`src/dcl_map.svh`:
```
// Register offsets, field positions, reset values and limits of the fault log
`ifndef DCL_MAP_SVH
`define DCL_MAP_SVH

// Log geometry and counter widths
`define DCL_NSLOT       5
`define DCL_ICC_W       5
`define DCL_EVT_W       8
`define DCL_ICC_LIMIT   5'd25
`define DCL_ICC_MAX     5'h1f
`define DCL_EVT_MAX     8'hff

// Display encodings: slot shown as prefix digit d plus slot number counted from one
`define DCL_POS_PREFIX  4'hd
`define DCL_DASH        8'hff

// Byte offsets on the register bus
`define DCL_OFS_ENTRY0  8'h00
`define DCL_OFS_CTRL    8'h14
`define DCL_OFS_STS     8'h18
`define DCL_OFS_MASK    8'h1c
`define DCL_OFS_INFO    8'h20

// Entry word fields
`define DCL_F_MAIN      0
`define DCL_F_SUB       8
`define DCL_F_ICC       16
`define DCL_F_ACT       22
`define DCL_F_VLD       23
`define DCL_F_EVT       24

// Control bits (write-one actions, read as zero)
`define DCL_C_CLR_ACT   0
`define DCL_C_CLR_INACT 1

// Status and mask bits
`define DCL_STS_W       3
`define DCL_S_NEW       0
`define DCL_S_AGED      1
`define DCL_S_REFUSED   2
`define DCL_STS_RST     3'h0
`define DCL_MASK_RST    3'h0

`endif

```
`src/dcl_pkg.sv`:
```
// Types shared by the fault log and its register bus slave
`include "dcl_map.svh"

package dcl_pkg;

  // One log entry; codes are two BCD digits each
  typedef struct packed {
    logic                  valid;
    logic                  active;
    logic [7:0]            main_code;
    logic [7:0]            sub_code;
    logic [`DCL_ICC_W-1:0] icc;
    logic [`DCL_EVT_W-1:0] evt;
  } dcl_entry_t;

  // Fault code as reported by a detector
  typedef struct packed {
    logic [7:0] main_code;
    logic [7:0] sub_code;
  } dcl_code_t;

  // What the selector display may see
  typedef struct packed {
    logic [7:0] pos;
    logic [7:0] main_code;
    logic [7:0] sub_code;
    logic       active;
  } dcl_disp_t;

endpackage

```
`src/dcl_axil.sv`:
```
// AXI4-Lite slave front end of the fault log register file
`timescale 1ns/1ps
`default_nettype none

module dcl_axil
  import dcl_pkg::*;
#(
  parameter int ADDR_W = 8
) (
  input  wire logic              i_core_clk,
  input  wire logic              i_rst_n,
  input  wire logic              i_awvalid,
  output logic                   o_awready,
  input  wire logic [ADDR_W-1:0] i_awaddr,
  input  wire logic              i_wvalid,
  output logic                   o_wready,
  input  wire logic [31:0]       i_wdata,
  input  wire logic [3:0]        i_wstrb,
  output logic                   o_bvalid,
  input  wire logic              i_bready,
  output logic [1:0]             o_bresp,
  input  wire logic              i_arvalid,
  output logic                   o_arready,
  input  wire logic [ADDR_W-1:0] i_araddr,
  output logic                   o_rvalid,
  input  wire logic              i_rready,
  output logic [31:0]            o_rdata,
  output logic [1:0]             o_rresp,
  output logic                   o_wr_en,
  output logic [ADDR_W-1:0]      o_wr_addr,
  output logic [31:0]            o_wr_data,
  output logic [3:0]             o_wr_strb,
  input  wire logic              i_wr_err,
  output logic [ADDR_W-1:0]      o_rd_addr,
  input  wire logic [31:0]       i_rd_data,
  input  wire logic              i_rd_err
);

  logic              aw_hold_q;
  logic              w_hold_q;
  logic [ADDR_W-1:0] awaddr_q;
  logic [31:0]       wdata_q;
  logic [3:0]        wstrb_q;
  logic              aw_take;
  logic              w_take;
  logic              aw_have;
  logic              w_have;

  // Address and data are taken in either order, held until both are in
  assign o_awready = !aw_hold_q && !o_bvalid;
  assign o_wready  = !w_hold_q && !o_bvalid;
  assign aw_take   = i_awvalid && o_awready;
  assign w_take    = i_wvalid && o_wready;
  assign aw_have   = aw_hold_q || aw_take;
  assign w_have    = w_hold_q || w_take;
  assign o_wr_en   = aw_have && w_have && !o_bvalid;
  assign o_wr_addr = aw_hold_q ? awaddr_q : i_awaddr;
  assign o_wr_data = w_hold_q ? wdata_q : i_wdata;
  assign o_wr_strb = w_hold_q ? wstrb_q : i_wstrb;

  // Write channel holding and response
  always_ff @(posedge i_core_clk or negedge i_rst_n) begin
    if (!i_rst_n) begin
      aw_hold_q <= 1'b0;
      w_hold_q  <= 1'b0;
      awaddr_q  <= '0;
      wdata_q   <= 32'h0;
      wstrb_q   <= 4'h0;
      o_bvalid  <= 1'b0;
      o_bresp   <= 2'h0;
    end else begin
      if (aw_take) awaddr_q <= i_awaddr;
      if (w_take) begin
        wdata_q <= i_wdata;
        wstrb_q <= i_wstrb;
      end
      aw_hold_q <= aw_have && !o_wr_en && !o_bvalid;
      w_hold_q  <= w_have && !o_wr_en && !o_bvalid;
      if (o_wr_en) begin
        o_bvalid <= 1'b1;
        o_bresp  <= i_wr_err ? 2'h2 : 2'h0;
      end else if (i_bready) begin
        o_bvalid <= 1'b0;
      end
    end
  end

  // Reads have no side effect, so data is sampled at the address handshake
  assign o_arready = !o_rvalid;
  assign o_rd_addr = i_araddr;

  always_ff @(posedge i_core_clk or negedge i_rst_n) begin
    if (!i_rst_n) begin
      o_rvalid <= 1'b0;
      o_rdata  <= 32'h0;
      o_rresp  <= 2'h0;
    end else if (i_arvalid && o_arready) begin
      o_rvalid <= 1'b1;
      o_rdata  <= i_rd_err ? 32'h0 : i_rd_data;
      o_rresp  <= i_rd_err ? 2'h2 : 2'h0;
    end else if (i_rready) begin
      o_rvalid <= 1'b0;
    end
  end

endmodule

`default_nettype wire

```
`src/dcl_log.sv`:
```
// Five-slot diagnostic fault log with selector display and tool access
`timescale 1ns/1ps
`default_nettype none
`include "dcl_map.svh"

module dcl_log
  import dcl_pkg::*;
#(
  parameter int NSLOT  = `DCL_NSLOT,
  parameter int ADDR_W = 8
) (
  input  wire logic              i_core_clk,
  input  wire logic              i_rst_n,
  input  wire logic              i_axi_awvalid,
  output logic                   o_axi_awready,
  input  wire logic [ADDR_W-1:0] i_axi_awaddr,
  input  wire logic              i_axi_wvalid,
  output logic                   o_axi_wready,
  input  wire logic [31:0]       i_axi_wdata,
  input  wire logic [3:0]        i_axi_wstrb,
  output logic                   o_axi_bvalid,
  input  wire logic              i_axi_bready,
  output logic [1:0]             o_axi_bresp,
  input  wire logic              i_axi_arvalid,
  output logic                   o_axi_arready,
  input  wire logic [ADDR_W-1:0] i_axi_araddr,
  output logic                   o_axi_rvalid,
  input  wire logic              i_axi_rready,
  output logic [31:0]            o_axi_rdata,
  output logic [1:0]             o_axi_rresp,
  input  wire logic              i_flt_valid,
  input  wire dcl_code_t         i_flt_code,
  input  wire logic              i_gone_valid,
  input  wire dcl_code_t         i_gone_code,
  input  wire logic              i_pwr_down,
  input  wire logic              i_out_speed_zero,
  input  wire logic              i_oss_fault,
  input  wire logic              i_sel_clr_act,
  input  wire logic              i_sel_clr_inact,
  input  wire logic [2:0]        i_disp_slot,
  output dcl_disp_t              o_disp,
  output logic                   o_mode_lamp,
  output logic                   o_irq
);

  localparam int IDX_W = $clog2(NSLOT);

  // Two BCD digits per code field
  function automatic logic is_bcd(input logic [7:0] v);
    return (v[7:4] <= 4'h9) && (v[3:0] <= 4'h9);
  endfunction

  // Same fault means same main code and same subcode
  function automatic logic same_code(input dcl_entry_t e,
                                     input dcl_code_t  c);
    return e.valid && (e.main_code == c.main_code) &&
           (e.sub_code == c.sub_code);
  endfunction

  // Tool view of an entry: all five fields plus occupancy
  function automatic logic [31:0] pack_entry(input dcl_entry_t e);
    logic [31:0] w;
    w = 32'h0;
    w[`DCL_F_MAIN +: 8]         = e.main_code;
    w[`DCL_F_SUB +: 8]          = e.sub_code;
    w[`DCL_F_ICC +: `DCL_ICC_W] = e.icc;
    w[`DCL_F_ACT]               = e.active;
    w[`DCL_F_VLD]               = e.valid;
    w[`DCL_F_EVT +: `DCL_EVT_W] = e.evt;
    return w;
  endfunction

  dcl_entry_t              log_q [NSLOT];
  dcl_entry_t              log_d [NSLOT];
  logic [`DCL_STS_W-1:0]   sts_q;
  logic [`DCL_STS_W-1:0]   mask_q;
  dcl_disp_t               disp_q;

  logic                    flt_go;
  logic                    hit;
  logic [IDX_W-1:0]        hit_idx;
  logic [`DCL_EVT_W-1:0]   hit_evt;
  logic                    clr_ok;
  logic                    clr_act_req;
  logic                    clr_inact_req;
  logic                    clr_act_go;
  logic                    aged;
  logic [`DCL_STS_W-1:0]   sts_set;

  logic                    wr_en;
  logic [ADDR_W-1:0]       wr_addr;
  logic [31:0]             wr_data;
  logic [3:0]              wr_strb;
  logic                    wr_err;
  logic [ADDR_W-1:0]       rd_addr;
  logic [31:0]             rd_data;
  logic                    rd_err;
  logic [ADDR_W-3:0]       rd_idx;
  logic                    wr_ctrl;
  logic                    wr_sts;
  logic                    wr_mask;

  // Register bus front end
  dcl_axil #(
    .ADDR_W (ADDR_W)
  ) u_axil (
    .i_core_clk (i_core_clk),
    .i_rst_n    (i_rst_n),
    .i_awvalid  (i_axi_awvalid),
    .o_awready  (o_axi_awready),
    .i_awaddr   (i_axi_awaddr),
    .i_wvalid   (i_axi_wvalid),
    .o_wready   (o_axi_wready),
    .i_wdata    (i_axi_wdata),
    .i_wstrb    (i_axi_wstrb),
    .o_bvalid   (o_axi_bvalid),
    .i_bready   (i_axi_bready),
    .o_bresp    (o_axi_bresp),
    .i_arvalid  (i_axi_arvalid),
    .o_arready  (o_axi_arready),
    .i_araddr   (i_axi_araddr),
    .o_rvalid   (o_axi_rvalid),
    .i_rready   (i_axi_rready),
    .o_rdata    (o_axi_rdata),
    .o_rresp    (o_axi_rresp),
    .o_wr_en    (wr_en),
    .o_wr_addr  (wr_addr),
    .o_wr_data  (wr_data),
    .o_wr_strb  (wr_strb),
    .i_wr_err   (wr_err),
    .o_rd_addr  (rd_addr),
    .i_rd_data  (rd_data),
    .i_rd_err   (rd_err)
  );

  // Write decode; control, status and mask all live in byte lane 0
  assign wr_ctrl = wr_en && wr_strb[0] && (wr_addr == `DCL_OFS_CTRL);
  assign wr_sts  = wr_en && wr_strb[0] && (wr_addr == `DCL_OFS_STS);
  assign wr_mask = wr_en && wr_strb[0] && (wr_addr == `DCL_OFS_MASK);
  assign wr_err  = !((wr_addr == `DCL_OFS_CTRL) ||
                     (wr_addr == `DCL_OFS_STS) ||
                     (wr_addr == `DCL_OFS_MASK));

  // Read decode: entry words first, then control, status, mask and the clear-permitted info bit
  assign rd_idx = rd_addr[ADDR_W-1:2];
  always_comb begin
    rd_data = 32'h0;
    rd_err  = 1'b0;
    if (rd_addr[1:0] != 2'h0) begin
      rd_err = 1'b1;
    end else if (rd_idx < ADDR_W'(NSLOT) - 1'b0) begin
      rd_data = pack_entry(log_q[rd_idx[IDX_W-1:0]]);
    end else if (rd_addr == `DCL_OFS_CTRL) begin
      rd_data = 32'h0;
    end else if (rd_addr == `DCL_OFS_STS) begin
      rd_data[`DCL_STS_W-1:0] = sts_q;
    end else if (rd_addr == `DCL_OFS_MASK) begin
      rd_data[`DCL_STS_W-1:0] = mask_q;
    end else if (rd_addr == `DCL_OFS_INFO) begin
      rd_data[0] = clr_ok;
    end else begin
      rd_err = 1'b1;
    end
  end

  // Only well-formed decimal codes are logged
  assign flt_go = i_flt_valid && is_bcd(i_flt_code.main_code) &&
                  is_bcd(i_flt_code.sub_code);

  // Look for a repeat of the reported fault; list order gives priority
  always_comb begin
    hit     = 1'b0;
    hit_idx = '0;
    hit_evt = '0;
    for (int i = NSLOT - 1; i >= 0; i--) begin
      if (same_code(log_q[i], i_flt_code)) begin
        hit     = 1'b1;
        hit_idx = IDX_W'(i);
        hit_evt = log_q[i].evt;
      end
    end
  end

  // Clearing active flags is unsafe while the output shaft turns
  assign clr_ok        = i_out_speed_zero && !i_oss_fault;
  assign clr_act_req   = i_sel_clr_act || (wr_ctrl && wr_data[`DCL_C_CLR_ACT]);
  assign clr_inact_req = i_sel_clr_inact ||
                         (wr_ctrl && wr_data[`DCL_C_CLR_INACT]);
  assign clr_act_go    = clr_act_req && clr_ok;

  // Next list: power-down, then clears, then the new fault, then compaction.
  // The fault goes after the clears so a report in a clearing cycle is never lost.
  always_comb begin
    dcl_entry_t       st [NSLOT];
    dcl_entry_t       nw;
    logic [IDX_W-1:0] p;
    logic             keep;
    int               k;
    st   = log_q;
    nw   = '0;
    p    = '0;
    keep = 1'b0;
    k    = 0;
    aged = 1'b0;
    for (int i = 0; i < NSLOT; i++) begin
      if (i_pwr_down && st[i].valid) begin
        if (st[i].icc != `DCL_ICC_MAX)
          st[i].icc = st[i].icc + 1'b1;
        st[i].active = 1'b0;
      end
      if (clr_act_go || (i_gone_valid && same_code(st[i], i_gone_code)))
        st[i].active = 1'b0;
    end
    if (flt_go) begin
      nw           = hit ? st[hit_idx] : '0;
      nw.valid     = 1'b1;
      nw.active    = 1'b1;
      nw.main_code = i_flt_code.main_code;
      nw.sub_code  = i_flt_code.sub_code;
      nw.icc       = '0;
      if (!hit)
        nw.evt = `DCL_EVT_W'(1);
      else if (nw.evt != `DCL_EVT_MAX)
        nw.evt = nw.evt + 1'b1;
      // Shift down to the old position, or drop the last slot when new
      p = hit ? hit_idx : IDX_W'(NSLOT - 1);
      for (int i = NSLOT - 1; i > 0; i--) begin
        if (IDX_W'(i) <= p)
          st[i] = st[i - 1];
      end
      st[0] = nw;
    end
    for (int i = 0; i < NSLOT; i++)
      log_d[i] = '0;
    for (int i = 0; i < NSLOT; i++) begin
      keep = st[i].valid && (st[i].active ||
             (!clr_inact_req && (st[i].icc <= `DCL_ICC_LIMIT)));
      if (st[i].valid && !keep)
        aged = 1'b1;
      if (keep) begin
        log_d[k] = st[i];
        k        = k + 1;
      end
    end
  end

  // Entry storage
  always_ff @(posedge i_core_clk or negedge i_rst_n) begin
    if (!i_rst_n) begin
      for (int i = 0; i < NSLOT; i++)
        log_q[i] <= '0;
    end else begin
      log_q <= log_d;
    end
  end

  // Interrupt sources; a new event beats a write-one clear
  assign sts_set[`DCL_S_NEW]     = flt_go && !hit;
  assign sts_set[`DCL_S_AGED]    = aged;
  assign sts_set[`DCL_S_REFUSED] = clr_act_req && !clr_ok;

  always_ff @(posedge i_core_clk or negedge i_rst_n) begin
    if (!i_rst_n) begin
      sts_q  <= `DCL_STS_RST;
      mask_q <= `DCL_MASK_RST;
    end else begin
      sts_q <= (sts_q & ~(wr_sts ? wr_data[`DCL_STS_W-1:0] : '0)) | sts_set;
      if (wr_mask)
        mask_q <= wr_data[`DCL_STS_W-1:0];
    end
  end

  assign o_irq = |(sts_q & mask_q);

  // Display view: position, codes and active only, dashes when empty
  always_ff @(posedge i_core_clk or negedge i_rst_n) begin
    if (!i_rst_n) begin
      disp_q <= '{pos: 8'h0, main_code: `DCL_DASH, sub_code: `DCL_DASH,
                  active: 1'b0};
    end else begin
      disp_q.pos <= {`DCL_POS_PREFIX, 4'(i_disp_slot) + 4'h1};
      if (i_disp_slot < 3'(NSLOT) && log_q[i_disp_slot].valid) begin
        disp_q.main_code <= log_q[i_disp_slot].main_code;
        disp_q.sub_code  <= log_q[i_disp_slot].sub_code;
        disp_q.active    <= log_q[i_disp_slot].active;
      end else begin
        disp_q.main_code <= `DCL_DASH;
        disp_q.sub_code  <= `DCL_DASH;
        disp_q.active    <= 1'b0;
      end
    end
  end

  assign o_disp      = disp_q;
  assign o_mode_lamp = disp_q.active;
endmodule

`default_nettype wire

```
`config.mk`:
```
export PLATFORM = sky130hd
export DESIGN_NAME = dcl_log
export DESIGN_NICKNAME = d
export VERILOG_FILES = /design/src/dcl_pkg.sv /design/src/dcl_axil.sv /design/src/dcl_log.sv
export VERILOG_INCLUDE_DIRS = /design/src
export SDC_FILE = /design/constraint.sdc
export NUM_CORES = 1
export LEC_CHECK = 0
export ABC_CLOCK_PERIOD_IN_PS = 5110
export BUFFER_PORTS_ARGS = -buffer_cell sky130_fd_sc_hd__buf_4
export CELL_PAD_IN_SITES_DETAIL_PLACEMENT = 2
export CELL_PAD_IN_SITES_GLOBAL_PLACEMENT = 2
export CORE_MARGIN = 2
export CORE_UTILIZATION = 36
export CTS_BUF_LIST = sky130_fd_sc_hd__clkbuf_8
export CTS_CLUSTER_DIAMETER = 40
export DETAILED_ROUTE_END_ITERATION = 12
export GPL_TIMING_DRIVEN = 0
export PLACE_DENSITY_LB_ADDON = 0.1
export SYNTH_ARGS = -nofsm -noshare
export SYNTH_HDL_FRONTEND = slang
export SYNTH_HIERARCHICAL = 1
export SYNTH_SLANG_ARGS = --single-unit
```
`constraint.sdc`:
```
create_clock -name i_core_clk -period 5.11 [get_ports i_core_clk]
set_input_delay 0.511 -clock i_core_clk [delete_from_list [all_inputs] [get_ports i_core_clk]]
set_output_delay 0.511 -clock i_core_clk [all_outputs]
set_load 0.005 [all_outputs]
```
## Word-level counts from Yosys, hierarchy flattened

Cells that the tools add are included.

| cells by class | value |
|---|---|
| add/sub/neg operators | 10 |
| magnitude comparators | 26 |
| equality and inequality tests | 33 |
| mux-type cells | 99 |
| bitwise gates (word level) | 11 |
| reduce and logical (&&, ||, !) cells | 109 |

Operators by type and width:

| operator | number |
|---|---|
| 2-to-1 mux 155 bit | 5 |
| bitwise mux 155 bit | 4 |
| 2-to-1 mux 31 bit | 13 |
| demux 31 bit (select 3 bit) | 4 |
| binary-select mux 31 bit (select 3 bit) | 3 |
| 2-to-1 mux 32 bit | 6 |
| equality test 8 bit | 20 |
| >= comparator 32 x 4 -> 1 bit, second input constant | 4 |
| < comparator 32 x 1 -> 1 bit, second input constant | 4 |
| NOT 32 bit | 4 |
| adder 32 x 2 -> 32 bit, second input constant | 3 |
| logical AND 1 bit | 75 |
| 2-to-1 mux 5 bit | 10 |
| equality test 8 x 5 -> 1 bit, second input constant | 6 |
| 2-to-1 mux 8 bit | 6 |
| 2-to-1 mux 1 bit | 34 |
| 2-to-1 mux 3 bit | 10 |
| adder 5 x 1 -> 5 bit, second input constant | 5 |
| less-or-equal comparator 5 bit, second input constant | 5 |
| inequality test 5 bit, second input constant | 5 |
| 2-to-1 mux 17 bit | 1 |
| less-or-equal comparator 4 bit, second input constant | 4 |
| logical OR 1 bit | 16 |
| zero test 1 bit | 14 |
| other kinds (17) | 27 |

| storage, ports and cells | value |
|---|---|
| register bits | 235 |
| input bits | 101 |
| output and inout port bits | 68 |
| logic and storage cells | 334 |

## Logic depth before layout (Yosys ltp)

Gate-level depths: netlist of the first run.

| depth | value |
|---|---|
| word-level depth | 39 |
| mapped depth | 26 |

## By module

The synthesis of the first run kept the hierarchy.

By module, submodules not included:

| module | times used | cells an instance | area each (µm²) |
|---|---|---|---|
| dcl_log | 1 | 1919 | 16707.3 |
| dcl_axil | 1 | 313 | 3930.0 |

## Least setup slack after synthesis of the first run

No wires, ideal clock.

| timing | value |
|---|---|
| kind | register -> register |
| start | reg u_axil.aw_hold_q |
| end | reg log_q[61] in the netlist's numbering |
| library setup time | 0.132 ns |
| arrival time | 5.478 ns |
| data required time | 4.978 ns |
| path slack | -0.500 ns |
| cell stages (with the launch flop) | 25 |
| buffers on the path | 7 |
| cells stage by stage | dfrtp_1 > buf_4 > mux2_2 > nor4b_1 > a41oi_1 > nand2_1 > a31oi_1 > o21ba_2 > clkbuf_1 > buf_1 > o21ai_0 > inv_1 > ha_1 > and3_1 > clkbuf_1 > clkbuf_1 > buf_2 > nor2_1 > ha_1 > or4_1 > nand3_1 > a211oi_1 > and2_1 > buf_2 > or3b_1 |

RTL lines:

| item | RTL line | text |
|---|---|---|
| from (decl) | dcl_axil.sv:39 | `logic aw_hold_q;` |
| from (signal assigned) | dcl_axil.sv:77 | `aw_hold_q <= aw_have && !o_wr_en && !o_bvalid;` |
| to (signal assigned) | dcl_log.sv:253 | `log_q <= log_d;` |
| to (decl) | dcl_log.sv:73 | `dcl_entry_t log_q [NSLOT];` |

==> results.sh, run 1 <==
export IMPL_final_layout_size_suffix_gt1_frac=0.220
export IMPL_use_met1=0.497
export IMPL_cts_root_buf="clkbuf_8"
export IMPL_start_util=0.363
export IMPL_grt_pass1_vias=21000
export IMPL_synth_warnings=6
export IMPL_insertion_delay_ps=680
export IMPL_rrSetupSlack_ps=-30
export IMPL_drcViolationCount=0
export IMPL_syn2layout_area_growth_pct=20.2
export IMPL_min_path_type="primary input to flop"
export IMPL_vias_per_cell=6.50
export IMPL_arrival_ps=5660
export IMPL_startpoint="u_axil/w_hold_q"
export IMPL_cp_start_kind="flop"
export IMPL_dp_hpwl_microns=78500
export IMPL_grtUsageTotal=0.386
export IMPL_core_sq_um=52300
export IMPL_grt_met3_usage=0.0746
export IMPL_r2r_end="log_q[133]"
export IMPL_violations="setup timing"
export IMPL_first_pass_iters=5
export IMPL_cts_num_sinks=233
export IMPL_rr_worst_depth=18
export IMPL_dp_slack_ps=-2640
export IMPL_grt_pass1_wl_microns=151000
export IMPL_max_clock_freq_ghz=0.195
export IMPL_cp_max_fo=10
export IMPL_cts_buffer_depth=3
export IMPL_avgSynthCellArea_sq_um=8.91
export IMPL_die_w_microns=234
export IMPL_gp_congestion=1.01
export IMPL_setup_ws_ps=-29.6
export IMPL_worst_pin_slew_ps=1360
export IMPL_dieArea_sq_um=54600
export IMPL_status="finished with violations"
export IMPL_netlist_area_sq_um=19000
export IMPL_grt_met2_usage=0.595
export IMPL_gr_total_overflow=0
export IMPL_stdcell_count=3031
export IMPL_critPathRequiredTime_ps=5640
export IMPL_portBuffers=93
export IMPL_antenna_found_initial=4
export IMPL_vias=19700
export IMPL_wirelength_microns=106000
export IMPL_place_inst=2917
export IMPL_drt_iter0_drc=1867
export IMPL_htree_num_levels=2
export IMPL_r2r_start="u_axil/w_hold_q"
export IMPL_hold_violations=0
export IMPL_critPathCaptureType="flop"
export IMPL_row_count=84
export IMPL_setup_violations=3
export IMPL_netlist_instances=2132
export IMPL_power_leakage_nw=9.75
export IMPL_die_h_microns=234
export IMPL_pin_count=169
export IMPL_layout_min_cycle_time_ps=5140
export IMPL_maxSlewViolCount=0
export IMPL_busiest_layer="met2"
export IMPL_fin_crit_sh=1.01
export IMPL_grt_max_degree=109
export IMPL_wire_per_inst_microns=35.1
export IMPL_power_density_nw_per_um2=246
export IMPL_crit_path_end="log_q[133]"
export IMPL_max_cap_viol_count=0
export IMPL_vdd_drop_max_v=0.000170
export IMPL_clkTransAtPathRegs_ps=60
export IMPL_nNetsFinal=2407
export IMPL_skew_ps=32.1
export IMPL_drtAntennaViolNets=0
export IMPL_cts_tree="built"
export IMPL_slew_headroom=0.0880
export IMPL_p_total_mw=5.61
export IMPL_cts_buffers=57
export IMPL_crit_type="flop to flop"
critical path, stage by stage, from the launching register on:
cell and delay (ps):
dfrtp_1 380, buf_4 160, buf_2 120, mux2_2 330
and2_2 220, and3_1 250, a21o_4 250, o22ai_4 240
and2_4 220, nand2_1 90, o21ai_4 110, inv_4 80
ha_4 180, nand3_1 270, clkbuf_1 560, clkbuf_1 720
o221ai_1 340, a311oi_1 350, a21oi_1 120
layout make-up:
type                            count  area (sq um)
Clock inverter                     33           390
Inverter                           54           208
Buffer                            203          1130
Multi-Input combinational cell   1618         12300
Fill cell                        5694         29500
Timing Repair Buffer              128          1050
Sequential cell                   233          5850
Antenna cell                        2          5.00
Clock buffer                       72           991
Tap cell                          688           861
how the worst min path moves through the flow:
stage                  startpoint                  to  depth (start not counted)  slack (ps)
4_1_cts            i_disp_slot[2]          o_disp[19]                          2           9
3_5_place_dp              i_rst_n  u_axil/awaddr_q[6]                          1         470
5_1_grt            i_disp_slot[2]          o_disp[19]                          2          40
2_1_floorplan             i_rst_n            log_q[0]                          0         220
3_3_place_gp   u_axil/o_rdata[10]  u_axil/o_rdata[10]                          2         470
6_report           i_disp_slot[2]          o_disp[19]                          2          50
where the power goes:
group / internal (mW) / total, mW / switching (mW)
combinational: 0.338 / 0.866 / 0.528
clock: 1.72 / 2.75 / 1.03
sequential: 1.91 / 1.99 / 0.0751
timing repair:
action / CTS / global route
setup endpoints to repair: 155 / 155
pin swaps: 9 / 8
setup buffers: 21 / 7
hold buffers: 4 / 0
cloned: 1 / 0
gates resized for setup: 98 / 69
endpoints found under the hold margin: 55 / 0
cells in the final DEF, fill, tap and decap left out, drive strengths merged, types with 19 or more instances in the layout:
cell type / count
o22ai: 42
a211o: 21
clkbuf: 193
mux2: 61
o21ai: 126
nor4: 24
nand2b: 36
a21oi: 93
mux4: 49
xor2: 96
inv: 66
dfrtp: 217
nor2: 133
a22oi: 19
nand2: 173
xnor2: 72
nand3: 59
nand4: 31
a31oi: 56
mux2i: 222
o221ai: 52
buf: 205
nor3: 56
registers in the layout (all words and copies together) (netlist names):
register and count:
u_axil/o_rdata 32, u_axil/o_rvalid 1, sts_q 3, u_axil/w_hold_q 1, u_axil/awaddr_q 8, o_mode_lamp 1
u_axil/o_bresp 1, u_axil/wstrb_q 1, u_axil/wdata_q 3, u_axil/aw_hold_q 1, o_disp 21, mask_q 3
u_axil/o_rresp 1, u_axil/o_bvalid 1, log_q 155
per-layer routing:
metal  routed length (microns)  up-vias  share of wire
li1                          -     8171              -
met1                     43300    10100           0.41
met2                     47100     1044           0.44
met3                      8500      350          0.080
met4                      7470        2          0.070
met5                        16        -        0.00015
through the flow:
step / cell area [sq um] / setup TNS [ps] / hold WS (ps) / utilization
floorplan: 19000 / 0 / 215 / -
global placement: 20600 / -324240 / 468 / 0.393
detailed placement: 20700 / -348190 / 473 / 0.395
CTS: 22600 / 0 / 8.57 / 0.432
global route: 22800 / -259 / 39.3 / 0.436
finish: 22800 / -36.1 / 46.8 / 0.436
Power figures use the tool's default switching activity.
==> run 2, diff against run 1 <==
--- a/config.mk
+++ b/config.mk
@@ -17,6 +17,7 @@
 export DETAILED_ROUTE_END_ITERATION = 12
 export GPL_TIMING_DRIVEN = 0
 export PLACE_DENSITY_LB_ADDON = 0.1
+export REMOVE_ABC_BUFFERS = 1
 export SYNTH_ARGS = -nofsm -noshare
 export SYNTH_HDL_FRONTEND = slang
 export SYNTH_HIERARCHICAL = 1
==> results.sh, run 2 (synthesis gave the netlist of run 1 again) <==
export IMPL_status="finished with violations"
export IMPL_violations="setup timing"
export IMPL_cts_root_buf="clkbuf_8"
export IMPL_regMostFlops="log_q"
export IMPL_drcViolationCount=0
export IMPL_cts_buffers=59
export IMPL_dp_slack_ps=-2870
export IMPL_whs_ps=33.1
export IMPL_grt_pass1_vias=20300
export IMPL_cp_start_kind="flop"
export IMPL_clkTransAtPathRegs_ps=60
export IMPL_final_cell_mix="mux2i_1 (220), dfrtp_1 (210), buf_4 (179)"
export IMPL_p_comb_frac=0.150
export IMPL_grt_max_degree=104
export IMPL_layout_min_cycle_time_ps=5230
export IMPL_die_h_microns=234
export IMPL_htree_num_levels=2
export IMPL_wire_per_inst_microns=33.7
export IMPL_critPathCaptureType="flop"
export IMPL_hold_violations=0
export IMPL_fin_crit_sh=1.02
export IMPL_gp_congestion=0.952
export IMPL_grtUsageTotal=0.355
export IMPL_row_count=84
export IMPL_first_pass_iters=5
export IMPL_grt_pass1_wl_microns=141000
export IMPL_setup_violations=14
export IMPL_arrival_ps=5810
export IMPL_p_seq_frac=0.347
export IMPL_dpl_cell_area_sq_um=20600
export IMPL_cts_buffer_depth=3
export IMPL_core_sq_um=52300
export IMPL_slew_headroom=0.125
export IMPL_drtAntennaViolNets=0
export IMPL_gr_total_overflow=0
export IMPL_start_util=0.363
export IMPL_p_sw_frac=0.299
export IMPL_vias_per_cell=6.58
export IMPL_vdd_drop_max_v=0.000175
export IMPL_maxSlewViolCount=0
export IMPL_syn2layout_area_growth_pct=21.4
export IMPL_portBuffers=133
export IMPL_antenna_found_initial=1
export IMPL_cts_tree="built"
export IMPL_mostFrequentLayoutCell="mux2i_1"
export IMPL_crit_type="flop to flop"
export IMPL_p_switching_mw=1.71
export IMPL_drt_iter0_drc=1884
export IMPL_dieArea_sq_um=54600
export IMPL_min_path_type="primary input to flop"
export IMPL_dp_hpwl_microns=62400
export IMPL_largest_reg_flops=155
export IMPL_max_clock_freq_ghz=0.191
export IMPL_setup_ws_ps=-124
export IMPL_p_clk_frac=0.503
export IMPL_cts_num_sinks=233
export IMPL_critPathRequiredTime_ps=5680
export IMPL_fin_setup_tns_ps=-385
export IMPL_nNetsFinal=2304
export IMPL_wirelength_microns=98800
export IMPL_power_leakage_nw=9.88
export IMPL_vias=19300
export IMPL_final_layout_size_suffix_gt1_frac=0.254
export IMPL_max_cap_viol_count=0
export IMPL_insertion_delay_ps=690
export IMPL_num_fill_cells=5616
export IMPL_pin_count=169
export IMPL_cp_max_fo=15
export IMPL_intPower_mw=4.02
export IMPL_die_w_microns=234
export IMPL_skew_ps=20.0
export IMPL_power_density_nw_per_um2=249
export IMPL_worst_pin_slew_ps=1310
export IMPL_postLayoutCellArea_sq_um=23000
[run 2: power by group through the flow]
stage	Clock, mW	Combinational [mW]	Sequential, mW
2_1_floorplan	0	0.354	1.99
3_3_place_gp	0	0.691	2.01
3_5_place_dp	0	0.732	2.01
4_1_cts	2.92	0.814	1.98
5_1_grt	3.00	0.894	2.00
6_report	2.88	0.858	1.99
[run 2: path summary, 6_finish.rpt]
path | startpoint | endpoint | slack [ps] | depth (start not counted)
max | log_q[142] | log_q[37] | -120 | 16
min in group asynchronous | i_rst_n | u_axil/awaddr_q[4] | 350 | 2
max reg2reg | log_q[142] | log_q[37] | -120 | 16
max in group asynchronous | i_rst_n | log_q[138] | 3740 | 3
min | i_disp_slot[2] | o_disp[19] | 30 | 2
min reg2reg | u_axil/o_rdata[31] | u_axil/o_rdata[31] | 480 | 2
[run 2: per-layer routing]
metal / share of wire / GRT usage
met1: 0.41 / 0.458
met2: 0.46 / 0.566
met3: 0.077 / 0.0668
met4: 0.049 / 0.179
met5: 0 / 0
[run 2: area by class of cell]
| class | instances | area [sq um] | area share |
|---|---|---|---|
| repair buffers | 218 | 2090 | 0.0908 |
| clock inverters | 41 | 473 | 0.0205 |
| clock buffers | 71 | 977 | 0.0424 |
| well taps | 688 | 861 | 0.0374 |
| diodes | 1 | 2.50 | 0.000109 |
| multi-input cells | 1626 | 12600 | 0.545 |
| inverters | 54 | 205 | 0.00891 |
| flip-flops and latches | 233 | 5860 | 0.254 |
[run 2: per-stage QoR]
| step | total power [mW] | instances | utilization |
|---|---|---|---|
| after floorplan | 2.34 | 1905 | - |
| after global placement | 2.70 | 2726 | 0.379 |
| after detailed placement | 2.75 | 2757 | 0.393 |
| after CTS | 5.72 | 2915 | 0.435 |
| after global routing | 5.89 | 2932 | 0.440 |
| final | 5.73 | 2932 | 0.440 |
[run 2: worst max-delay path, stage by stage, from the launching register on]
cell,delay [ps]
dfrtp_1,490
xnor2_1,270
nand4_1,140
or4_4,600
or2_4,340
nand3_4,150
buf_4,190
and2_2,230
nor2_2,70
inv_2,110
fa_2,480
buf_4,210
or3_1,430
a211oi_4,320
buf_12,170
and2_4,500
mux2i_1,380
[run 2: repair_timing]
| item | CTS | global route |
|---|---|---|
| hold buffers | 4 | 0 |
| endpoints found under the hold margin | 64 | 0 |
| setup buffers | 34 | 15 |
| setup endpoints to repair | 155 | 137 |
| gates cloned | 8 | 1 |
| gates resized for setup | 77 | 30 |
| pin swaps | 21 | 11 |
==> run 3, diff against run 2 <==
--- a/config.mk
+++ b/config.mk
@@ -6,6 +6,7 @@
 export SDC_FILE = /design/constraint.sdc
 export NUM_CORES = 1
 export LEC_CHECK = 0
+export ABC_AREA = 0
 export ABC_CLOCK_PERIOD_IN_PS = 5110
 export BUFFER_PORTS_ARGS = -buffer_cell sky130_fd_sc_hd__buf_4
 export CELL_PAD_IN_SITES_DETAIL_PLACEMENT = 2
@@ -16,6 +17,7 @@
 export CTS_CLUSTER_DIAMETER = 40
 export DETAILED_ROUTE_END_ITERATION = 12
 export GPL_TIMING_DRIVEN = 0
+export MAX_ROUTING_LAYER = met4
 export PLACE_DENSITY_LB_ADDON = 0.1
 export REMOVE_ABC_BUFFERS = 1
 export SYNTH_ARGS = -nofsm -noshare
==> results.sh, run 3 (synthesis gave the netlist of run 1 again) <==
export IMPL_status="finished with violations"
export IMPL_violations="capacitance limit, setup timing"
export IMPL_fin_crit_sh=1.01
export IMPL_critPathRequiredTime_ps=5670
export IMPL_cts_buffer_depth=3
export IMPL_final_cell_mix="mux2i_1 (220), dfrtp_1 (215), buf_4 (174)"
export IMPL_clkTransAtPathRegs_ps=60
export IMPL_htree_num_levels=2
export IMPL_slew_headroom=0.0109
export IMPL_min_path_type="primary input to flop"
export IMPL_crit_type="flop to flop"
export IMPL_whs_ps=42.1
export IMPL_gr_total_overflow=0
export IMPL_critPathCaptureType="flop"
export IMPL_vias=19200
export IMPL_cts_tree="built"
export IMPL_gp_congestion=0.941
export IMPL_portBuffers=133
export IMPL_arrival_ps=5700
export IMPL_dieArea_sq_um=54600
export IMPL_power_leakage_nw=9.87
export IMPL_first_pass_iters=5
export IMPL_cp_start_kind="flop"
export IMPL_grt_max_degree=109
export IMPL_grtUsageTotal=0.370
export IMPL_grt_pass1_vias=20500
export IMPL_worst_pin_slew_ps=1480
export IMPL_antenna_found_initial=1
export IMPL_cpPeakStageDelay_ps=600
export IMPL_largest_reg_flops=155
export IMPL_die_h_microns=234
export IMPL_maxSlewViolCount=0
export IMPL_final_layout_size_suffix_gt1_frac=0.245
export IMPL_max_clock_freq_ghz=0.194
export IMPL_setup_violations=8
export IMPL_crit_chain="mux2_2 > and2_1 > and3_1 > a21o_1 > o22ai_2 > and2_1 > nand2_1 > o21ai_2 > inv_2 > fa_2 > inv_2 > ha_2 > or4_4 > nand3_2 > a211oi_4 > buf_4 > and2_4 > or3b_1"
export IMPL_cp_max_fo=7
export IMPL_dpl_cell_area_sq_um=20600
export IMPL_insertion_delay_ps=710
export IMPL_vias_per_cell=6.54
export IMPL_skew_ps=58.2
export IMPL_fin_setup_tns_ps=-90.8
export IMPL_cpMaxStageDelayCell="fa_2"
export IMPL_layout_min_cycle_time_ps=5140
export IMPL_cts_buffers=59
export IMPL_mostFrequentLayoutCell="mux2i_1"
export IMPL_start_util=0.363
export IMPL_cts_root_buf="clkbuf_8"
export IMPL_drcViolationCount=0
export IMPL_dp_slack_ps=-2840
export IMPL_setup_ws_ps=-32.0
export IMPL_max_cap_viol_count=1
export IMPL_pin_count=169
export IMPL_nNetsFinal=2304
export IMPL_wirelength_microns=98600
export IMPL_regMostFlops="log_q"
export IMPL_die_w_microns=234
export IMPL_dp_hpwl_microns=62400
export IMPL_drtAntennaViolNets=0
export IMPL_vdd_drop_max_v=0.000189
export IMPL_power_density_nw_per_um2=247
export IMPL_cts_num_sinks=233
export IMPL_hold_violations=0
export IMPL_postLayoutCellArea_sq_um=23000
export IMPL_grt_pass1_wl_microns=143000
export IMPL_p_total_mw=5.68
export IMPL_syn2layout_area_growth_pct=21.3
export IMPL_wire_per_inst_microns=33.6
export IMPL_drt_iter0_drc=1696
export IMPL_core_sq_um=52300
export IMPL_row_count=84
==> run 3: changes by cell type in the layout (fill, tap and decap cells not counted), moves of 5 or more <==
cell	delta
xnor2_2	-11
xnor2_1	+10
clkinvlp_4	-8
buf_12	+6
buf_4	-5
clkinv_2	+5
dfrtp_1	+5
dfrtp_2	-5
==> run 3: metal layers <==
metal / track usage / wire (microns) / vias up
met3: 0.0594 / 6800 / 307
met1: 0.469 / 41000 / 9972
met2: 0.583 / 45900 / 938
met5: - / 0 / -
li1: - / - / 7959
met4: 0.159 / 4780 / 0
==> run 3: final cells by class <==
class                      count  area [sq um]
timing repair buffer         219          2200
tap                          688           861
clock inverter                40           470
antenna                        2          5.00
fill                        5614         29300
multi-input combinational   1625         12500
inverter                      54           205
sequential                   233          5860
clock buffer                  69           950
==> run 3: stage by stage <==
step	util	std cells
finish	0.440	2930
detailed placement	0.393	2758
global route	0.440	2929
floorplan	-	1905
global placement	0.379	2726
CTS	0.435	2911
==> run 3: path summary, 6_finish.rpt <==
kind	startpoint	cells after the start	slack (ps)	end
setup reg to reg	u_axil/w_hold_q	18	-30	log_q[61]
hold reg to reg	u_axil/o_rdata[31]	2	480	u_axil/o_rdata[31]
setup / recovery	u_axil/w_hold_q	18	-30	log_q[61]
max in group asynchronous	i_rst_n	3	3750	log_q[16]
min in group asynchronous	i_rst_n	2	320	u_axil/awaddr_q[5]
hold / removal	i_axi_awaddr[1]	2	40	u_axil/awaddr_q[1]
==> run 3: worst max-delay path: cells and delay by family, from the launching register on <==
family	cells	cell delay, ps
and+or+nand+nor	8	2160
adders and majority gates	2	820
AOI/OAI and AO/OA	4	730
DFF	1	510
muxes	1	380
buffers and inverters	3	360
==> run 3: what timing repair did <==
item	4_1_cts	5_1_grt
cloned	7	0
hold buffers	4	0
pin swaps	9	10
setup buffers	33	17
resized for setup	59	29
endpoints found under the hold margin	57	0
endpoints found under the setup margin	155	155
==> run 3: power breakdown <==
group          switching (mW)  leakage (nW)  internal [mW]
combinational           0.521          5.99          0.322
clock                    1.10         0.763           1.75
sequential             0.0729          3.12           1.91
